--- src/sid_cfg.svh ---
// Field positions, register map and reset values of the source-1 indirect decoder
`ifndef SID_CFG_SVH
`define SID_CFG_SVH

// ****************************************
// Instruction field positions
// ****************************************
`define SID_RSV_MSB   31
`define SID_RSV_LSB   25
`define SID_VS_MSB    24
`define SID_VS_LSB    21
`define SID_RSV20     20
`define SID_CS_MSB    19
`define SID_CS_LSB    16
`define SID_AM_BIT    15
`define SID_SM_MSB    14
`define SID_SM_LSB    13
`define SID_AS_MSB    12
`define SID_AS_LSB    10
`define SID_AI16_MSB  9
`define SID_AI16_LSB  4
`define SID_CE_MSB    3
`define SID_CE_LSB    0
`define SID_W_MSB     20
`define SID_W_LSB     18
`define SID_HS_MSB    17
`define SID_HS_LSB    16
`define SID_AI1_MSB   9
`define SID_AI1_LSB   0

// ****************************************
// Register map
// ****************************************
`define SID_REG_CTRL   8'h00
`define SID_REG_STATUS 8'h04
`define SID_REG_LASTDW 8'h08
`define SID_REG_COUNT  8'h0C
`define SID_REG_FIELDS 8'h10
`define SID_CTRL_RST   2'h3
`define SID_CTRL_EN    0
`define SID_CTRL_CHK   1
`define SID_STAT_RSV   0
`define SID_STAT_IMM   1

`endif

--- src/sid_pkg.sv ---
// Types shared by the source-1 indirect decoder
package sid_pkg;

    // ****************************************
    // Layout selection, one-hot except SID_LAYOUT_NONE, which is all zero
    // ****************************************
    typedef enum logic [1:0] {
        SID_LAYOUT_NONE   = 2'b00,
        SID_LAYOUT_FOUR   = 2'b01,
        SID_LAYOUT_SCALAR = 2'b10
    } sid_layout_t;

endpackage : sid_pkg

--- src/sid_decoder.sv ---
// Source-1 indirect doubleword decoder with Wishbone control registers
`timescale 1ns/1ps
`include "sid_cfg.svh"

module sid_decoder
    import sid_pkg::*;
#(
    parameter int CNT_W = 16
) (
    input  wire logic        clk_i,
    input  wire logic        rst_i,
    // Fetch side
    input  wire logic        dw_valid_i,
    input  wire logic [31:0] dw_i,
    input  wire logic        four_component_alignment_i,
    input  wire logic        second_source_operand_immediate_i,
    input  wire logic        src0_immediate_i,
    // Operand fetch side
    output logic             valid_o,
    output logic             is_immediate_o,
    output logic [31:0]      immediate_word_o,
    output sid_layout_t      layout_o,
    output logic [3:0]       vertical_stride_o,
    output logic [3:0]       channel_swizzle_select_hi_o,
    output logic             operand_address_mode_o,
    output logic [1:0]       source_modifier_o,
    output logic [2:0]       address_register_subindex_o,
    output logic [9:0]       address_offset_immediate_o,
    output logic [3:0]       component_enable_mask_o,
    output logic [2:0]       region_width_o,
    output logic [1:0]       horizontal_stride_o,
    output logic             reserved_violation_o,
    // Wishbone slave
    input  wire logic        wb_cyc_i,
    input  wire logic        wb_stb_i,
    input  wire logic        wb_we_i,
    input  wire logic [7:0]  wb_adr_i,
    input  wire logic [3:0]  wb_sel_i,
    input  wire logic [31:0] wb_dat_i,
    output logic [31:0]      wb_dat_o,
    output logic             wb_ack_o
);

    // ****************************************
    // Helpers
    // ****************************************
    // Right-aligned field between two bit positions
    function automatic logic [31:0] fld(
        input logic [31:0] dw,
        input int          msb,
        input int          lsb
    );
        logic [31:0] mask;
        mask = (32'h1 << (msb - lsb + 1)) - 32'h1;
        fld  = (dw >> lsb) & mask;
    endfunction : fld

    // Register offset match
    function automatic logic reg_hit(
        input logic [7:0] adr,
        input logic [7:0] offset
    );
        reg_hit = (adr == offset);
    endfunction : reg_hit

    // ****************************************
    // State
    // ****************************************
    logic              decode_en;
    logic              check_en;
    logic              sticky_rsv;
    logic              sticky_imm;
    logic [31:0]       last_dw;
    logic [CNT_W-1:0]  decode_count;

    logic              next_valid;
    logic              next_is_imm;
    logic [31:0]       next_imm_word;
    sid_layout_t       next_layout;
    logic [3:0]        next_vs;
    logic [3:0]        next_cs;
    logic              next_am;
    logic [1:0]        next_sm;
    logic [2:0]        next_as;
    logic [9:0]        next_ai;
    logic [3:0]        next_ce;
    logic [2:0]        next_w;
    logic [1:0]        next_hs;
    logic              next_rsv;
    logic [31:0]       next_last_dw;
    logic [CNT_W-1:0]  next_count;
    logic              rsv_event;
    logic              imm_event;

    logic              next_decode_en;
    logic              next_check_en;
    logic              next_sticky_rsv;
    logic              next_sticky_imm;
    logic              next_ack;
    logic [31:0]       next_dat;
    logic              bus_req;
    logic              bus_wr;

    // ****************************************
    // Decode path
    // ****************************************
    always_comb begin
        next_valid    = 1'b0;
        next_is_imm   = 1'b0;
        next_imm_word = 32'h0000_0000;
        next_layout   = SID_LAYOUT_NONE;
        next_vs       = 4'h0;
        next_cs       = 4'h0;
        next_am       = 1'b0;
        next_sm       = 2'h0;
        next_as       = 3'h0;
        next_ai       = 10'h000;
        next_ce       = 4'h0;
        next_w        = 3'h0;
        next_hs       = 2'h0;
        next_rsv      = 1'b0;
        next_last_dw  = last_dw;
        next_count    = decode_count;
        rsv_event     = 1'b0;
        imm_event     = 1'b0;
        if (dw_valid_i && decode_en) begin
            next_valid   = 1'b1;
            next_last_dw = dw_i;
            // Wrapping count of accepted words
            next_count   = decode_count + {{(CNT_W-1){1'b0}}, 1'b1};
            // Either immediate source takes over the whole word
            if (second_source_operand_immediate_i || src0_immediate_i) begin
                next_is_imm   = 1'b1;
                next_imm_word = dw_i;
                imm_event     = 1'b1;
            end else begin
                next_vs = 4'(fld(dw_i, `SID_VS_MSB, `SID_VS_LSB));
                next_am = dw_i[`SID_AM_BIT];
                next_sm = 2'(fld(dw_i, `SID_SM_MSB, `SID_SM_LSB));
                next_as = 3'(fld(dw_i, `SID_AS_MSB, `SID_AS_LSB));
                if (four_component_alignment_i) begin
                    next_layout = SID_LAYOUT_FOUR;
                    next_cs = 4'(fld(dw_i, `SID_CS_MSB, `SID_CS_LSB));
                    next_ai = {6'(fld(dw_i, `SID_AI16_MSB, `SID_AI16_LSB)), 4'h0};
                    next_ce = 4'(fld(dw_i, `SID_CE_MSB, `SID_CE_LSB));
                end else begin
                    next_layout = SID_LAYOUT_SCALAR;
                    next_w  = 3'(fld(dw_i, `SID_W_MSB, `SID_W_LSB));
                    next_hs = 2'(fld(dw_i, `SID_HS_MSB, `SID_HS_LSB));
                    next_ai = 10'(fld(dw_i, `SID_AI1_MSB, `SID_AI1_LSB));
                end
                // Reserved bits checked for register operands only
                // flag nonzero reserved bits
                if (check_en) begin
                    if (fld(dw_i, `SID_RSV_MSB, `SID_RSV_LSB) != 32'h0000_0000) begin
                        next_rsv = 1'b1;
                    end else if (four_component_alignment_i && dw_i[`SID_RSV20]) begin
                        next_rsv = 1'b1;
                    end
                end
                // Feeds the sticky status flag
                rsv_event = next_rsv;
            end
        end
    end

    always_ff @(posedge clk_i) begin
        if (rst_i) begin
            valid_o                     <= 1'b0;
            is_immediate_o              <= 1'b0;
            immediate_word_o            <= 32'h0000_0000;
            layout_o                    <= SID_LAYOUT_NONE;
            vertical_stride_o           <= 4'h0;
            channel_swizzle_select_hi_o <= 4'h0;
            operand_address_mode_o      <= 1'b0;
            source_modifier_o           <= 2'h0;
            address_register_subindex_o <= 3'h0;
            address_offset_immediate_o  <= 10'h000;
            component_enable_mask_o     <= 4'h0;
            region_width_o              <= 3'h0;
            horizontal_stride_o         <= 2'h0;
            reserved_violation_o        <= 1'b0;
            last_dw                     <= 32'h0000_0000;
            decode_count                <= '0;
        end else begin
            valid_o                     <= next_valid;
            is_immediate_o              <= next_is_imm;
            immediate_word_o            <= next_imm_word;
            layout_o                    <= next_layout;
            vertical_stride_o           <= next_vs;
            channel_swizzle_select_hi_o <= next_cs;
            operand_address_mode_o      <= next_am;
            source_modifier_o           <= next_sm;
            address_register_subindex_o <= next_as;
            address_offset_immediate_o  <= next_ai;
            component_enable_mask_o     <= next_ce;
            region_width_o              <= next_w;
            horizontal_stride_o         <= next_hs;
            reserved_violation_o        <= next_rsv;
            last_dw                     <= next_last_dw;
            decode_count                <= next_count;
        end
    end

    // ****************************************
    // Wishbone response: acknowledge and read data
    // ****************************************
    always_comb begin
        bus_req  = wb_cyc_i && wb_stb_i;
        // One-cycle ack, dropped even if the strobe stays up
        next_ack = bus_req && !wb_ack_o;
        next_dat = 32'h0000_0000;
        if (bus_req && !wb_ack_o && !wb_we_i) begin
            if (reg_hit(wb_adr_i, `SID_REG_CTRL)) begin
                next_dat[`SID_CTRL_EN]  = decode_en;
                next_dat[`SID_CTRL_CHK] = check_en;
            end else if (reg_hit(wb_adr_i, `SID_REG_STATUS)) begin
                next_dat[`SID_STAT_RSV] = sticky_rsv;
                next_dat[`SID_STAT_IMM] = sticky_imm;
            end else if (reg_hit(wb_adr_i, `SID_REG_LASTDW)) begin
                next_dat = last_dw;
            end else if (reg_hit(wb_adr_i, `SID_REG_COUNT)) begin
                next_dat[CNT_W-1:0] = decode_count;
            end else if (reg_hit(wb_adr_i, `SID_REG_FIELDS)) begin
                next_dat = {vertical_stride_o, channel_swizzle_select_hi_o,
                            operand_address_mode_o, source_modifier_o,
                            address_register_subindex_o,
                            address_offset_immediate_o,
                            component_enable_mask_o, 4'h0};
            end
        end
    end

    always_ff @(posedge clk_i) begin
        if (rst_i) begin
            wb_ack_o <= 1'b0;
            wb_dat_o <= 32'h0000_0000;
        end else begin
            wb_ack_o <= next_ack;
            wb_dat_o <= next_dat;
        end
    end

    // ****************************************
    // Control register and sticky status
    // ****************************************
    always_comb begin
        // Writes land on the edge that samples ack high
        bus_wr          = bus_req && wb_we_i && wb_ack_o;
        next_decode_en  = decode_en;
        next_check_en   = check_en;
        next_sticky_rsv = sticky_rsv;
        next_sticky_imm = sticky_imm;
        if (bus_wr && wb_sel_i[0]) begin
            if (reg_hit(wb_adr_i, `SID_REG_CTRL)) begin
                next_decode_en = wb_dat_i[`SID_CTRL_EN];
                next_check_en  = wb_dat_i[`SID_CTRL_CHK];
            end else if (reg_hit(wb_adr_i, `SID_REG_STATUS)) begin
                if (wb_dat_i[`SID_STAT_RSV]) begin
                    next_sticky_rsv = 1'b0;
                end
                if (wb_dat_i[`SID_STAT_IMM]) begin
                    next_sticky_imm = 1'b0;
                end
            end
        end
        // Set beats clear in the same cycle
        if (rsv_event) begin
            next_sticky_rsv = 1'b1;
        end
        if (imm_event) begin
            next_sticky_imm = 1'b1;
        end
    end

    always_ff @(posedge clk_i) begin
        if (rst_i) begin
            decode_en  <= 1'(`SID_CTRL_RST >> `SID_CTRL_EN);
            check_en   <= 1'(`SID_CTRL_RST >> `SID_CTRL_CHK);
            sticky_rsv <= 1'b0;
            sticky_imm <= 1'b0;
        end else begin
            decode_en  <= next_decode_en;
            check_en   <= next_check_en;
            sticky_rsv <= next_sticky_rsv;
            sticky_imm <= next_sticky_imm;
        end
    end

endmodule : sid_decoder

--- config.mk ---
export PLATFORM = sky130hd
export DESIGN_NAME = sid_decoder
export DESIGN_NICKNAME = d
export VERILOG_FILES = /design/src/sid_pkg.sv /design/src/sid_decoder.sv
export VERILOG_INCLUDE_DIRS = /design/src
export SDC_FILE = /design/constraint.sdc
export NUM_CORES = 1
export LEC_CHECK = 0
export ABC_AREA = 1
export BUFFER_PORTS_ARGS = -buffer_cell sky130_fd_sc_hd__buf_2
export CAP_MARGIN = 20
export CORE_AREA = 3 3 115 117
export DETAILED_ROUTE_END_ITERATION = 8
export DIE_AREA = 0 0 118 120
export GPL_TIMING_DRIVEN = 0
export MAX_ROUTING_LAYER = met4
export PLACE_DENSITY = 0.83
export SYNTH_ARGS = -nofsm -noshare
export SYNTH_HDL_FRONTEND = slang
export SYNTH_SLANG_ARGS = --single-unit
export TNS_END_PERCENT = 10
--- constraint.sdc ---
create_clock -name clk_i -period 2.7 [get_ports clk_i]
set_input_delay 0.54 -clock clk_i [delete_from_list [all_inputs] [get_ports clk_i]]
set_output_delay 0.54 -clock clk_i [all_outputs]
set_load 0.01 [all_outputs]
# Word-level counts from Yosys, hierarchy flattened
# Cells that the tools add are included.
[op_classes]
n_eq_ne = 6
n_shift = 0
n_div = 0
n_bitwise = 4
n_mul = 0
mux = 25
addsub = 1
n_lt_le_gt_ge = 0
reduce_logical = 28
[op_table]
columns = ["cell", "count"]
rows = [
  ["32-bit two-way mux", 2],
  ["16-bit two-way mux", 2],
  ["32-bit nonzero test", 1],
  ["1-bit two-way mux", 18],
  ["16-bit by 1-bit adder with 16-bit output, second input constant", 1],
  ["8-bit by 4-bit equality test with 1-bit output, second input constant", 2],
  ["2-bit nonzero test", 6],
  ["4-bit OR reduction", 3],
  ["8-bit by 3-bit equality test with 1-bit output, second input constant", 1],
  ["8-bit by 5-bit equality test with 1-bit output, second input constant", 1],
  ["1-bit logical AND", 8],
  ["8-bit logical NOT", 1],
  ["4-bit AND reduction", 2],
  ["2-bit two-way mux", 3],
  ["3-bit OR reduction", 2],
  ["2-bit inequality test, second input constant", 2],
  ["1-bit inverter", 4],
  ["1-bit logical NOT", 2],
  ["2-bit AND reduction", 1],
  ["2-bit OR reduction", 1],
  ["1-bit logical OR", 1],
]
[totals]
n_memories = 0
latch_bits = 0
mem_bits_ro = 0
ram_bits = 0
reg_bits = 155

# Logic depth before layout (Yosys ltp)
# Gate-level depths: netlist (run 1).
[depth]
depth_word = 8
mapped_depth = 10
depth_no_buf = 10

# Worst setup path after synthesis (run 1)
# Ideal clock, no wire load.
[synth_timing]
kind = "in2reg"
startpoint = "input wb_adr_i[6]"
endpoint = "register wb_dat_o[4]"
path_slack_ps = 1247
cell_stages = 9
setup_ps = 109
path_buffers = 1
arrival_time_ps = 1345
cell_sequence = "inv_1 > nand3_2 > nor2_4 > nand2_2 > nand2_4 > buf_2 > a21oi_2 > nand2_1 > inv_1"
[synth_via]
elab_chain_cells = 4
elab_cells_between_ends = 9
cone_classes = "eq/ne: 4; mux: 3; reduce/logical: 2"
[synth_rtl]
columns = ["element", "line_no", "source"]
rows = [
  ["start: declaration", "sid_decoder.sv:37", "input wire logic [7:0] wb_adr_i,"],
  ["8-bit by 5-bit equality test with 1-bit output", "sid_decoder.sv:63", "reg_hit = (adr == offset);"],
  ["32-bit two-way mux", "sid_decoder.sv:224", "end else if (reg_hit(wb_adr_i, `SID_REG_FIELDS)) begin"],
  ["16-bit two-way mux", "sid_decoder.sv:222", "end else if (reg_hit(wb_adr_i, `SID_REG_COUNT)) begin"],
  ["32-bit two-way mux", "sid_decoder.sv:220", "end else if (reg_hit(wb_adr_i, `SID_REG_LASTDW)) begin"],
  ["end signal: assignment", "sid_decoder.sv:240", "wb_dat_o <= next_dat;"],
  ["end: declaration", "sid_decoder.sv:40", "output logic [31:0] wb_dat_o,"],
]
# Several ways; a longest one is shown, not always the timed one.
# A chain may end at the register's enable or synchronous reset.

# Final worst setup path (run 1)
[layout_timing]
startpoint = "register decode_en"
endpoint = "register last_dw[3]"
[layout_via]
elab_chain_cells = 1
[layout_rtl]
columns = ["element", "line_no", "source"]
rows = [
  ["start: declaration", "sid_decoder.sv:69", "logic decode_en;"],
  ["start signal: assignment", "sid_decoder.sv:278", "decode_en <= 1'(`SID_CTRL_RST >> `SID_CTRL_EN);"],
  ["start signal: assignment", "sid_decoder.sv:283", "decode_en <= next_decode_en;"],
  ["1-bit logical AND", "sid_decoder.sv:126", "if (dw_valid_i && decode_en) begin"],
  ["end signal: assignment", "sid_decoder.sv:200", "last_dw <= next_last_dw;"],
  ["end: declaration", "sid_decoder.sv:73", "logic [31:0] last_dw;"],
]
# No other way between the ends.

==> flow_summary.json, run 1 <==
{
  "finish.utilization_pct": 56.7,
  "p_per_area_nw_per_um2": 714,
  "synthCells": 666,
  "ys_ff_latch": 155,
  "maxCapViolations": 0,
  "route.detailed.drc": 0,
  "synth_most_common_cell": "dfxtp_1",
  "clockBufferDepth": 2,
  "antenna_found_initial": 0,
  "p_sw_uw": 1140,
  "finalPower_uw": 5040,
  "rsz0062_at_grt": "no",
  "area_growth_pct": 28.9,
  "async_flop_share_pct": 0,
  "maxSlewHeadroom_pct": 58.0,
  "syn_nets": 752,
  "reg2reg_slack_ns": 1.07,
  "wl_per_cell_um": 15.1,
  "grt_pass1_vias": 4885,
  "place.gp.congestion": 0.938,
  "port_buffers": 154,
  "p_leak_uw": 0.00348,
  "seq_area_frac_synth_pct": 56.6,
  "crit_fanout": 10,
  "htreeDepth": 4,
  "cts_setup_buffers": 0,
  "top_layer": "met4",
  "firstDrtPassIters": 5,
  "die_w_um": 118,
  "p_int_uw": 3900,
  "hold_violations": 0,
  "drive_gt1_share_pct": 27.1,
  "synthTopCellsByCount": "dfxtp_1, nor2_1, nand2_1",
  "cts_root_buf": "clkbuf_16",
  "yosysTopAreaCell": "dfxtp_1",
  "max_freq_ghz": 0.613,
  "start_util_pct": 44.0,
  "whs_ns": 0.321,
  "avgSynthCellArea_um2": 8.23,
  "wl_met3_um": 1180,
  "ctsResizeCount": 0,
  "yosys_warnings": 0,
  "grtUsageTotal_pct": 22.6,
  "critPathLaunch": "decode_en$_SDFFE_PP1P_",
  "seq_power_share_pct": 47.3,
  "report.final.slew_viol_count": 0,
  "drt-met1-wl_um": 6600,
  "grt_first_pass_wirelength_um": 24600,
  "cts.clk_slew.worst_paths_ns": 0.06,
  "drt-initial-drc-count": 559,
  "netSwitchingFraction_pct": 22.6,
  "criticalPathCategory": "reg -> reg",
  "synth_top_area_share_pct": 56.6,
  "postCtsHoldBufs": 0,
  "hold_path_class": "in -> reg",
  "cts_tree": "done",
  "numCtsBuffers": 17,
  "synth_edf_count": 0,
  "comb_power_share_pct": 5.4,
  "clk_latency_ns": 0.43,
  "num_rows": 41,
  "vdd_drop_max_v": 0.000399,
  "timing.rr.start": "decode_en$_SDFFE_PP1P_",
  "die_h_um": 120,
  "p_clk_share_pct": 47.3,
  "fin_nets": 925,
  "finalSetupViolCount": 0,
  "startpoint_type": "register",
  "synthFlopType": "dfxtp_1",
  "fin_skew_ns": 0.00750,
  "hold_path.startpoint": "four_component_alignment_i",
  "routed_via_density": 4.99,
  "grt_max_degree": 17,
  "coreArea_um2": 12500,
  "dr_wl_met2_um": 7370,
  "syn-cell-area_um2": 5480,
  "setup_tns_ns": 0,
  "hpwl_um": 11000,
  "num_vias": 5105,
  "ios": 188,
  "min_period_ns": 1.63,
  "dieArea_um2": 14200,
  "cp-end-kind": "register",
  "antenna_cells": 0,
  "ant_nets": 0,
  "min_period_over_period_pct": 60.4,
  "ys_types": 32,
  "tightest_slew_ns": 0.630,
  "cts.sinks": 155,
  "crit_required_ns": 2.98,
  "status": "completed",
  "wl_um": 15500,
  "arrival_ns": 1.92,
  "synth_area_leaders": "dfxtp_1, nor2_1, nand2_1, nand3_1, inv_1",
  "grt_overflow_total": 0
}
-- kinds of logic (layout without fill, tap and decap cells) --
logic type / after synthesis / after routing / share of synthesized area (%)
compound gates: 105 / 105 / 9.77
fa+ha+maj: 1 / 1 / 0.228
buf+inv: 114 / 300 / 9.38
flops: 155 / 155 / 56.6
simple gates: 291 / 291 / 24.0
-- per-layer routing --
| layer | vias up | global-route usage, % |
|---|---|---|
| met5 | - | - |
| met4 | 0 | 8.13 |
| met3 | 32 | 5.33 |
| met2 | 251 | 35.6 |
| met1 | 2369 | 28.6 |
| li1 | 2453 | - |
-- final timing paths --
kind,end,cells after the start
setup / recovery,last_dw[3]$_SDFFE_PP0P_,5
hold / removal,layout_o[1]$_SDFF_PP0_,2
setup reg to reg,last_dw[3]$_SDFFE_PP0P_,5
hold reg to reg,wb_dat_o[17]$_SDFF_PP0_,2
-- through the flow --
| stage | worst slack [ns] | instance area [µm²] | std cells |
|---|---|---|---|
| after detailed placement | 0.742 | 6470 | 992 |
| after CTS | 1.14 | 7070 | 1024 |
| final | 1.07 | 7070 | 1024 |
| after global placement | 0.729 | 6470 | 992 |
| after global routing | 1.03 | 7070 | 1024 |
| after floorplan | 1.25 | 5480 | 666 |
-- critical path, cell delays in order, from the launching register on --
cell and delay, ns:
dfxtp_1 0.32, nand2_2 0.17, clkinv_1 0.26, clkbuf_1 0.32, o21ai_0 0.33, a21oi_1 0.09
-- area by class of cell --
type	instances	area, µm²
Clock buffer	22	484
Clock inverter	10	115
Tap cell	172	215
Buffer	28	178
Sequential cell	155	3100
Multi-Input combinational cell	397	1860
Inverter	86	337
Timing Repair Buffer	154	771
Fill cell	1111	5400
-- registers in the layout, summed over array words and instances, names as in the netlist, 3 cells and up --
signal                       count
channel_swizzle_select_hi_o      4
component_enable_mask_o          4
immediate_word_o                32
address_register_subindex_o      3
last_dw                         32
vertical_stride_o                4
decode_count                    16
region_width_o                   3
wb_dat_o                        32
address_offset_immediate_o      10
-- power by group through the flow --
stage                     clock, µW  sequential, µW  combinational [µW]
after floorplan                   0            2440                 133
after global placement            0            2430                 264
after detailed placement          0            2430                 269
after CTS                      2390            2380                 273
after global routing           2510            2390                 303
final                          2380            2390                 274
-- cell usage in the layout (no fill, tap or decap), types with 8 or more instances in the layout --
master,instances
nand2_1,95
buf_2,165
clkbuf_1,10
nand3_1,67
clkbuf_16,17
o21ai_0,42
dfxtp_1,155
nor3_1,8
nor2_1,96
a21oi_1,59
inv_1,79
Note: power is estimated with default switching activity, not from simulation.
==> run 2, diff against run 1 <==
--- a/config.mk
+++ b/config.mk
@@ -6,7 +6,7 @@
 export SDC_FILE = /design/constraint.sdc
 export NUM_CORES = 1
 export LEC_CHECK = 0
-export ABC_AREA = 1
+export ABC_AREA = 0
 export BUFFER_PORTS_ARGS = -buffer_cell sky130_fd_sc_hd__buf_2
 export CAP_MARGIN = 20
 export CORE_AREA = 3 3 115 117
@@ -14,7 +14,7 @@
 export DIE_AREA = 0 0 118 120
 export GPL_TIMING_DRIVEN = 0
 export MAX_ROUTING_LAYER = met4
-export PLACE_DENSITY = 0.83
+export PLACE_DENSITY = 0.84
 export SYNTH_ARGS = -nofsm -noshare
 export SYNTH_HDL_FRONTEND = slang
 export SYNTH_SLANG_ARGS = --single-unit
==> constraint.sdc (replaced) <==
create_clock -name clk_i -period 1.5 [get_ports clk_i]
set_input_delay 0.3 -clock clk_i [delete_from_list [all_inputs] [get_ports clk_i]]
set_output_delay 0.3 -clock clk_i [all_outputs]
set_load 0.01 [all_outputs]
==> flow_summary.json, run 2 <==
{
  "status": "finished, violations left",
  "violations": "setup timing",
  "crit_fanout": 5,
  "syn_nets": 622,
  "num_rows": 41,
  "maxCapViolations": 0,
  "fin_nets": 808,
  "max_freq_ghz": 0.664,
  "synthMuxAreaShare_pct": 3.31,
  "avgSynthCellArea_um2": 9.94,
  "cts.clk_slew.worst_paths_ns": 0.06,
  "fin_skew_ns": 0.00686,
  "p_leak_uw": 0.00326,
  "criticalPathCategory": "reg -> reg",
  "synth_most_common_cell": "dfxtp_1",
  "synthCells": 536,
  "hpwl_um": 10800,
  "synth_edf_count": 0,
  "grt_max_degree": 17,
  "cts.sinks": 155,
  "numCtsBuffers": 17,
  "antenna_cells": 0,
  "synth_top_area_share_pct": 58.3,
  "postCtsHoldBufs": 0,
  "yosysTopAreaCell": "dfxtp_1",
  "maxSlewHeadroom_pct": 58.0,
  "crit_required_ns": 1.85,
  "dieArea_um2": 14200,
  "ant_nets": 0,
  "vdd_drop_max_v": 0.000742,
  "hold_violations": 0,
  "synth_top_family_by_area": "simple AND/OR/NAND/NOR gates",
  "netSwitchingFraction_pct": 21.9,
  "final_common_cell": "buf_2",
  "final_cell_mix": "buf_2, dfxtp_1, nand2_1",
  "routed_via_density": 5.16,
  "finalPower_uw": 9150,
  "drive_gt1_share_pct": 38.3,
  "min_period_ns": 1.51,
  "clk_latency_ns": 0.41,
  "area_growth_pct": 37.1,
  "synthFlopType": "dfxtp_1",
  "die_h_um": 120,
  "coreArea_um2": 12500,
  "antenna_found_initial": 0,
  "p_sw_uw": 2010,
  "dpl.cell_count": 859,
  "setup_tns_ns": -0.00977,
  "ys_ff_latch": 155,
  "die_w_um": 118,
  "grt_overflow_total": 0,
  "yosys_warnings": 0,
  "drt-initial-drc-count": 485,
  "rsz0062_at_grt": "yes",
  "fillers": 1018,
  "synth_area_leaders": "dfxtp_1, and2_1, nand2_1, a22oi_1, a21oi_1",
  "worst_slack_ns": -0.00598,
  "whs_ns": 0.125,
  "clockBufferDepth": 2,
  "grtUsageTotal_pct": 22.5,
  "synthXorXnorAreaFrac_pct": 1.97,
  "hold_path_class": "in -> reg",
  "synthTopCellsByCount": "dfxtp_1, nand2_1, and2_1",
  "syn-cell-area_um2": 5330,
  "top_regs": "immediate_word_o (32), last_dw (32), wb_dat_o (32)",
  "yosys.area_share.simple_pct": 23.0,
  "startpoint_type": "register",
  "synthAdderAreaFrac_pct": 0.235,
  "tightest_slew_ns": 0.630,
  "place.gp.congestion": 0.901,
  "cts_root_buf": "clkbuf_16",
  "cp-end-kind": "register",
  "ios": 188,
  "firstDrtPassIters": 6,
  "seq_power_share_pct": 46.8,
  "fin_cells": 906,
  "place_area_um2": 6310,
  "grt_pass1_vias": 4596,
  "comb_power_share_pct": 6.0,
  "wl_um": 16200,
  "p_int_uw": 7140,
  "route.detailed.drc": 0,
  "p_clk_share_pct": 47.2,
  "p_per_area_nw_per_um2": 1250,
  "grt_first_pass_wirelength_um": 23900,
  "fin_area_um2": 7300,
  "min_period_over_period_pct": 100,
  "finalSetupViolCount": 4,
  "async_flop_share_pct": 0,
  "report.final.slew_viol_count": 0,
  "htreeDepth": 4,
  "synth-compound-area-share_pct": 9.35,
  "cts_tree": "done",
  "wl_per_cell_um": 17.9,
  "seq_area_frac_synth_pct": 58.3,
  "ys_types": 46,
  "arrival_ns": 1.86,
  "num_vias": 4672,
  "port_buffers": 151,
  "start_util_pct": 42.7
}
## run 2: area by class of cell
cell class | instances | area [µm²] | share of cell area, %
timing repair buffer | 168 | 902 | 12.4
inverter | 8 | 32.5 | 0.445
buffer | 30 | 203 | 2.78
tap | 172 | 215 | 2.95
sequential | 155 | 3120 | 42.7
clock buffer | 20 | 457 | 6.25
clock inverter | 11 | 144 | 1.97
multi-input combinational | 342 | 2230 | 30.5
## run 2: cell families (layout without fill, tap and decap cells)
logic type,Yosys count,count (layout)
AND/OR/NAND/NOR,236,236
multiplexers,15,15
flip-flops,155,155
AO/OA/AOI/OAI,77,78
XOR/XNOR,12,12
adder cells (fa/ha/maj),1,1
buffers and inverters,40,237
## run 2: power groups by stage
stage / Sequential, µW / Clock (µW) / Combinational, µW
6_report: 4280 / 4320 / 551
5_1_grt: 4290 / 4530 / 595
4_1_cts: 4280 / 4350 / 532
3_5_place_dp: 4370 / 0 / 498
3_3_place_gp: 4360 / 0 / 488
2_1_floorplan: 4380 / 0 / 235
## run 2: per-layer routing
| metal | global-route usage (%) | share of wire [%] | vias up | wire length (µm) |
|---|---|---|---|---|
| met2 | 37.4 | 50 | 246 | 8080 |
| met4 | 9.89 | 2.6 | 0 | 424 |
| met5 | - | 0 | - | 0 |
| li1 | - | - | 2183 | - |
| met1 | 25.4 | 40 | 2203 | 6460 |
| met3 | 6.46 | 7.6 | 40 | 1230 |
## run 2: what timing repair did
item | CTS | global route
gates cloned | 3 | 0
pin swaps | 25 | 6
gates resized for setup | 43 | 37
setup buffers | 11 | 4
setup endpoints to repair | 130 | 78
## run 2: per-stage QoR
| step | setup WS, ns | utilization (%) |
|---|---|---|
| after floorplan | -0.0255 | - |
| after global placement | -0.498 | 50.6 |
| after detailed placement | -0.524 | 50.6 |
| after CTS | -0.0753 | 57.5 |
| after global routing | -0.0424 | 58.6 |
| final | -0.00598 | 58.6 |
## run 2: final timing paths
| path | slack [ns] | end | cells after the start | start |
|---|---|---|---|---|
| hold reg to reg | 0.45 | last_dw[2]$_SDFFE_PP0P_ | 2 | last_dw[2]$_SDFFE_PP0P_ |
| setup reg to reg | -0.006 | wb_dat_o[11]$_SDFF_PP0_ | 4 | wb_ack_o$_SDFF_PP0_ |
| setup / recovery | -0.006 | wb_dat_o[11]$_SDFF_PP0_ | 4 | wb_ack_o$_SDFF_PP0_ |
| hold / removal | 0.13 | immediate_word_o[5]$_SDFF_PP0_ | 2 | dw_i[5] |
## run 2: worst max-delay path, cell delays in order (launching register included)
cell,delay [ns]
dfxtp_2,0.32
or4_4,0.56
o21bai_4,0.30
buf_8,0.20
nor2_4,0.07
==> run 3, diff against run 2 <==
--- a/config.mk
+++ b/config.mk
@@ -9,12 +9,12 @@
 export ABC_AREA = 0
 export BUFFER_PORTS_ARGS = -buffer_cell sky130_fd_sc_hd__buf_2
 export CAP_MARGIN = 20
-export CORE_AREA = 3 3 115 117
+export CORE_AREA = 3 3 94 141
 export DETAILED_ROUTE_END_ITERATION = 8
-export DIE_AREA = 0 0 118 120
+export DIE_AREA = 0 0 97 144
 export GPL_TIMING_DRIVEN = 0
 export MAX_ROUTING_LAYER = met4
-export PLACE_DENSITY = 0.84
+export PLACE_DENSITY = 0.85
 export SYNTH_ARGS = -nofsm -noshare
 export SYNTH_HDL_FRONTEND = slang
 export SYNTH_SLANG_ARGS = --single-unit
==> flow_summary.json, run 3 (synthesis gave the netlist of run 2 again) <==
{
  "maxSlewHeadroom_pct": 53.7,
  "worst_slack_ns": -0.0658,
  "multi_input_area_um2": 2210,
  "min_period_ns": 1.57,
  "routed_via_density": 5.30,
  "place_ws_ns": -0.580,
  "wl_um": 16700,
  "grt_pass1_vias": 4736,
  "seq_area_um2": 3120,
  "fin_cells": 885,
  "crit_chain": "ha_4 > nand4_1 > nor4_2 > xnor2_1 > nor2_1",
  "cts_root_buf": "clkbuf_16",
  "ios": 188,
  "dieArea_um2": 14000,
  "fin_nets": 805,
  "port_buffers": 151,
  "numCtsBuffers": 17,
  "start_util_pct": 44.1,
  "fin_skew_ns": 0.00704,
  "firstDrtPassIters": 5,
  "p_per_area_nw_per_um2": 1340,
  "p_leak_uw": 0.00324,
  "grt_first_pass_wirelength_um": 24400,
  "clk_latency_ns": 0.42,
  "hold_violations": 0,
  "die_w_um": 97,
  "cts.clk_slew.worst_paths_ns": 0.06,
  "ant_nets": 0,
  "num_vias": 4689,
  "area_growth_pct": 37.7,
  "hold_path_class": "in -> reg",
  "dpl.cell_count": 840,
  "antenna_found_initial": 0,
  "vdd_drop_max_v": 0.000653,
  "fin_area_um2": 7340,
  "die_h_um": 144,
  "num_rows": 49,
  "coreArea_um2": 12100,
  "grtUsageTotal_pct": 23.3,
  "tightest_slew_ns": 0.695,
  "startpoint_type": "register",
  "whs_ns": 0.105,
  "path_buf_inv": 0,
  "max_freq_ghz": 0.639,
  "cpLargestDelayFamily": "simple AND/OR/NAND/NOR gates",
  "max_stage_delay_ns": 0.38,
  "grt_overflow_total": 0,
  "crit_required_ns": 1.78,
  "clockBufferDepth": 2,
  "wl_per_cell_um": 18.8,
  "grt_max_degree": 17,
  "final_common_cell": "buf_2",
  "report.final.slew_viol_count": 0,
  "violations": "setup timing",
  "route.detailed.drc": 0,
  "drive_gt1_share_pct": 38.0,
  "top_regs": "immediate_word_o (32), last_dw (32), wb_dat_o (32)",
  "final_cell_mix": "buf_2, dfxtp_1, nand2_1",
  "hpwl_um": 11300,
  "cp-end-kind": "register",
  "cts_tree": "done",
  "status": "finished, violations left",
  "htreeDepth": 4,
  "place.gp.congestion": 0.917,
  "postCtsHoldBufs": 0,
  "crit_slowest_cell": "dfxtp_4",
  "drt-initial-drc-count": 360,
  "rsz0062_at_grt": "yes",
  "fillers": 911,
  "maxCapViolations": 0,
  "place_area_um2": 6290,
  "antenna_cells": 0,
  "finalSetupViolCount": 16,
  "crit_fanout": 4,
  "min_period_over_period_pct": 104,
  "cts.sinks": 155,
  "criticalPathCategory": "reg -> reg",
  "arrival_ns": 1.85
}
run 3: cell types whose count changed in the layout (fill, tap and decap cells not counted), moves of 2 or more:
cell       before  now
clkbuf_2        8    6
nor2_2         13   11
nor2_4          7   10
dfxtp_2         6    4
bufinv_16       3    7
dfxtp_1       146  148
a221oi_2        2    0
nor4_4          6    3
nor4_2          1    4
run 3: routing by layer:
layer  share of wire [%]  GRT usage, %  up-vias
li1                    -             -     2169
met1                  35          22.1     2255
met2                  56          43.7      227
met3                 6.1          5.16       38
met4                 3.1          12.6        0
met5                   0             -        -
run 3: layout make-up:
| class | count | share of cell area (%) |
|---|---|---|
| plain buffers | 29 | 2.73 |
| clock buffers | 20 | 6.09 |
| clock inverters | 12 | 3.31 |
| inverters | 8 | 0.443 |
| multi-input cells | 341 | 30.2 |
| flip-flops and latches | 155 | 42.5 |
| well taps | 153 | 2.61 |
| repair buffers | 167 | 12.1 |
run 3: where the power goes:
| part | internal (µW) | leakage [µW] | switching, µW | total (µW) |
|---|---|---|---|---|
| clock network | 3330 | 0.000338 | 1660 | 4990 |
| registers | 4220 | 0.00126 | 59.1 | 4280 |
| logic | 227 | 0.00164 | 327 | 553 |
run 3: per-stage QoR:
step	TNS, ns	total power (µW)	utilization (%)
3_5_place_dp	-37.58	4860	52.1
4_1_cts	-1.64	9780	59.2
3_3_place_gp	-34.05	4850	52.1
5_1_grt	-1.00	10100	60.7
2_1_floorplan	-0.299	4610	-
6_report	-0.207	9830	60.7
run 3: what timing repair did:
| item | CTS | global route |
|---|---|---|
| buffers inserted | 8 | 6 |
| endpoints found under the hold margin | 0 | 0 |
| gates cloned | 2 | 0 |
| setup endpoints to repair | 126 | 90 |
| gates resized for setup | 37 | 42 |
| pin swaps | 17 | 15 |
run 3: final timing paths:
check,slack [ns],start,to,depth (start not counted)
setup / recovery,-0.07,decode_count[0]$_SDFFE_PP0P_,decode_count[14]$_SDFFE_PP0P_,5
setup reg to reg,-0.07,decode_count[0]$_SDFFE_PP0P_,decode_count[14]$_SDFFE_PP0P_,5
hold / removal,0.11,dw_i[27],immediate_word_o[27]$_SDFF_PP0_,2
hold reg to reg,0.45,wb_ack_o$_SDFF_PP0_,wb_ack_o$_SDFF_PP0_,1
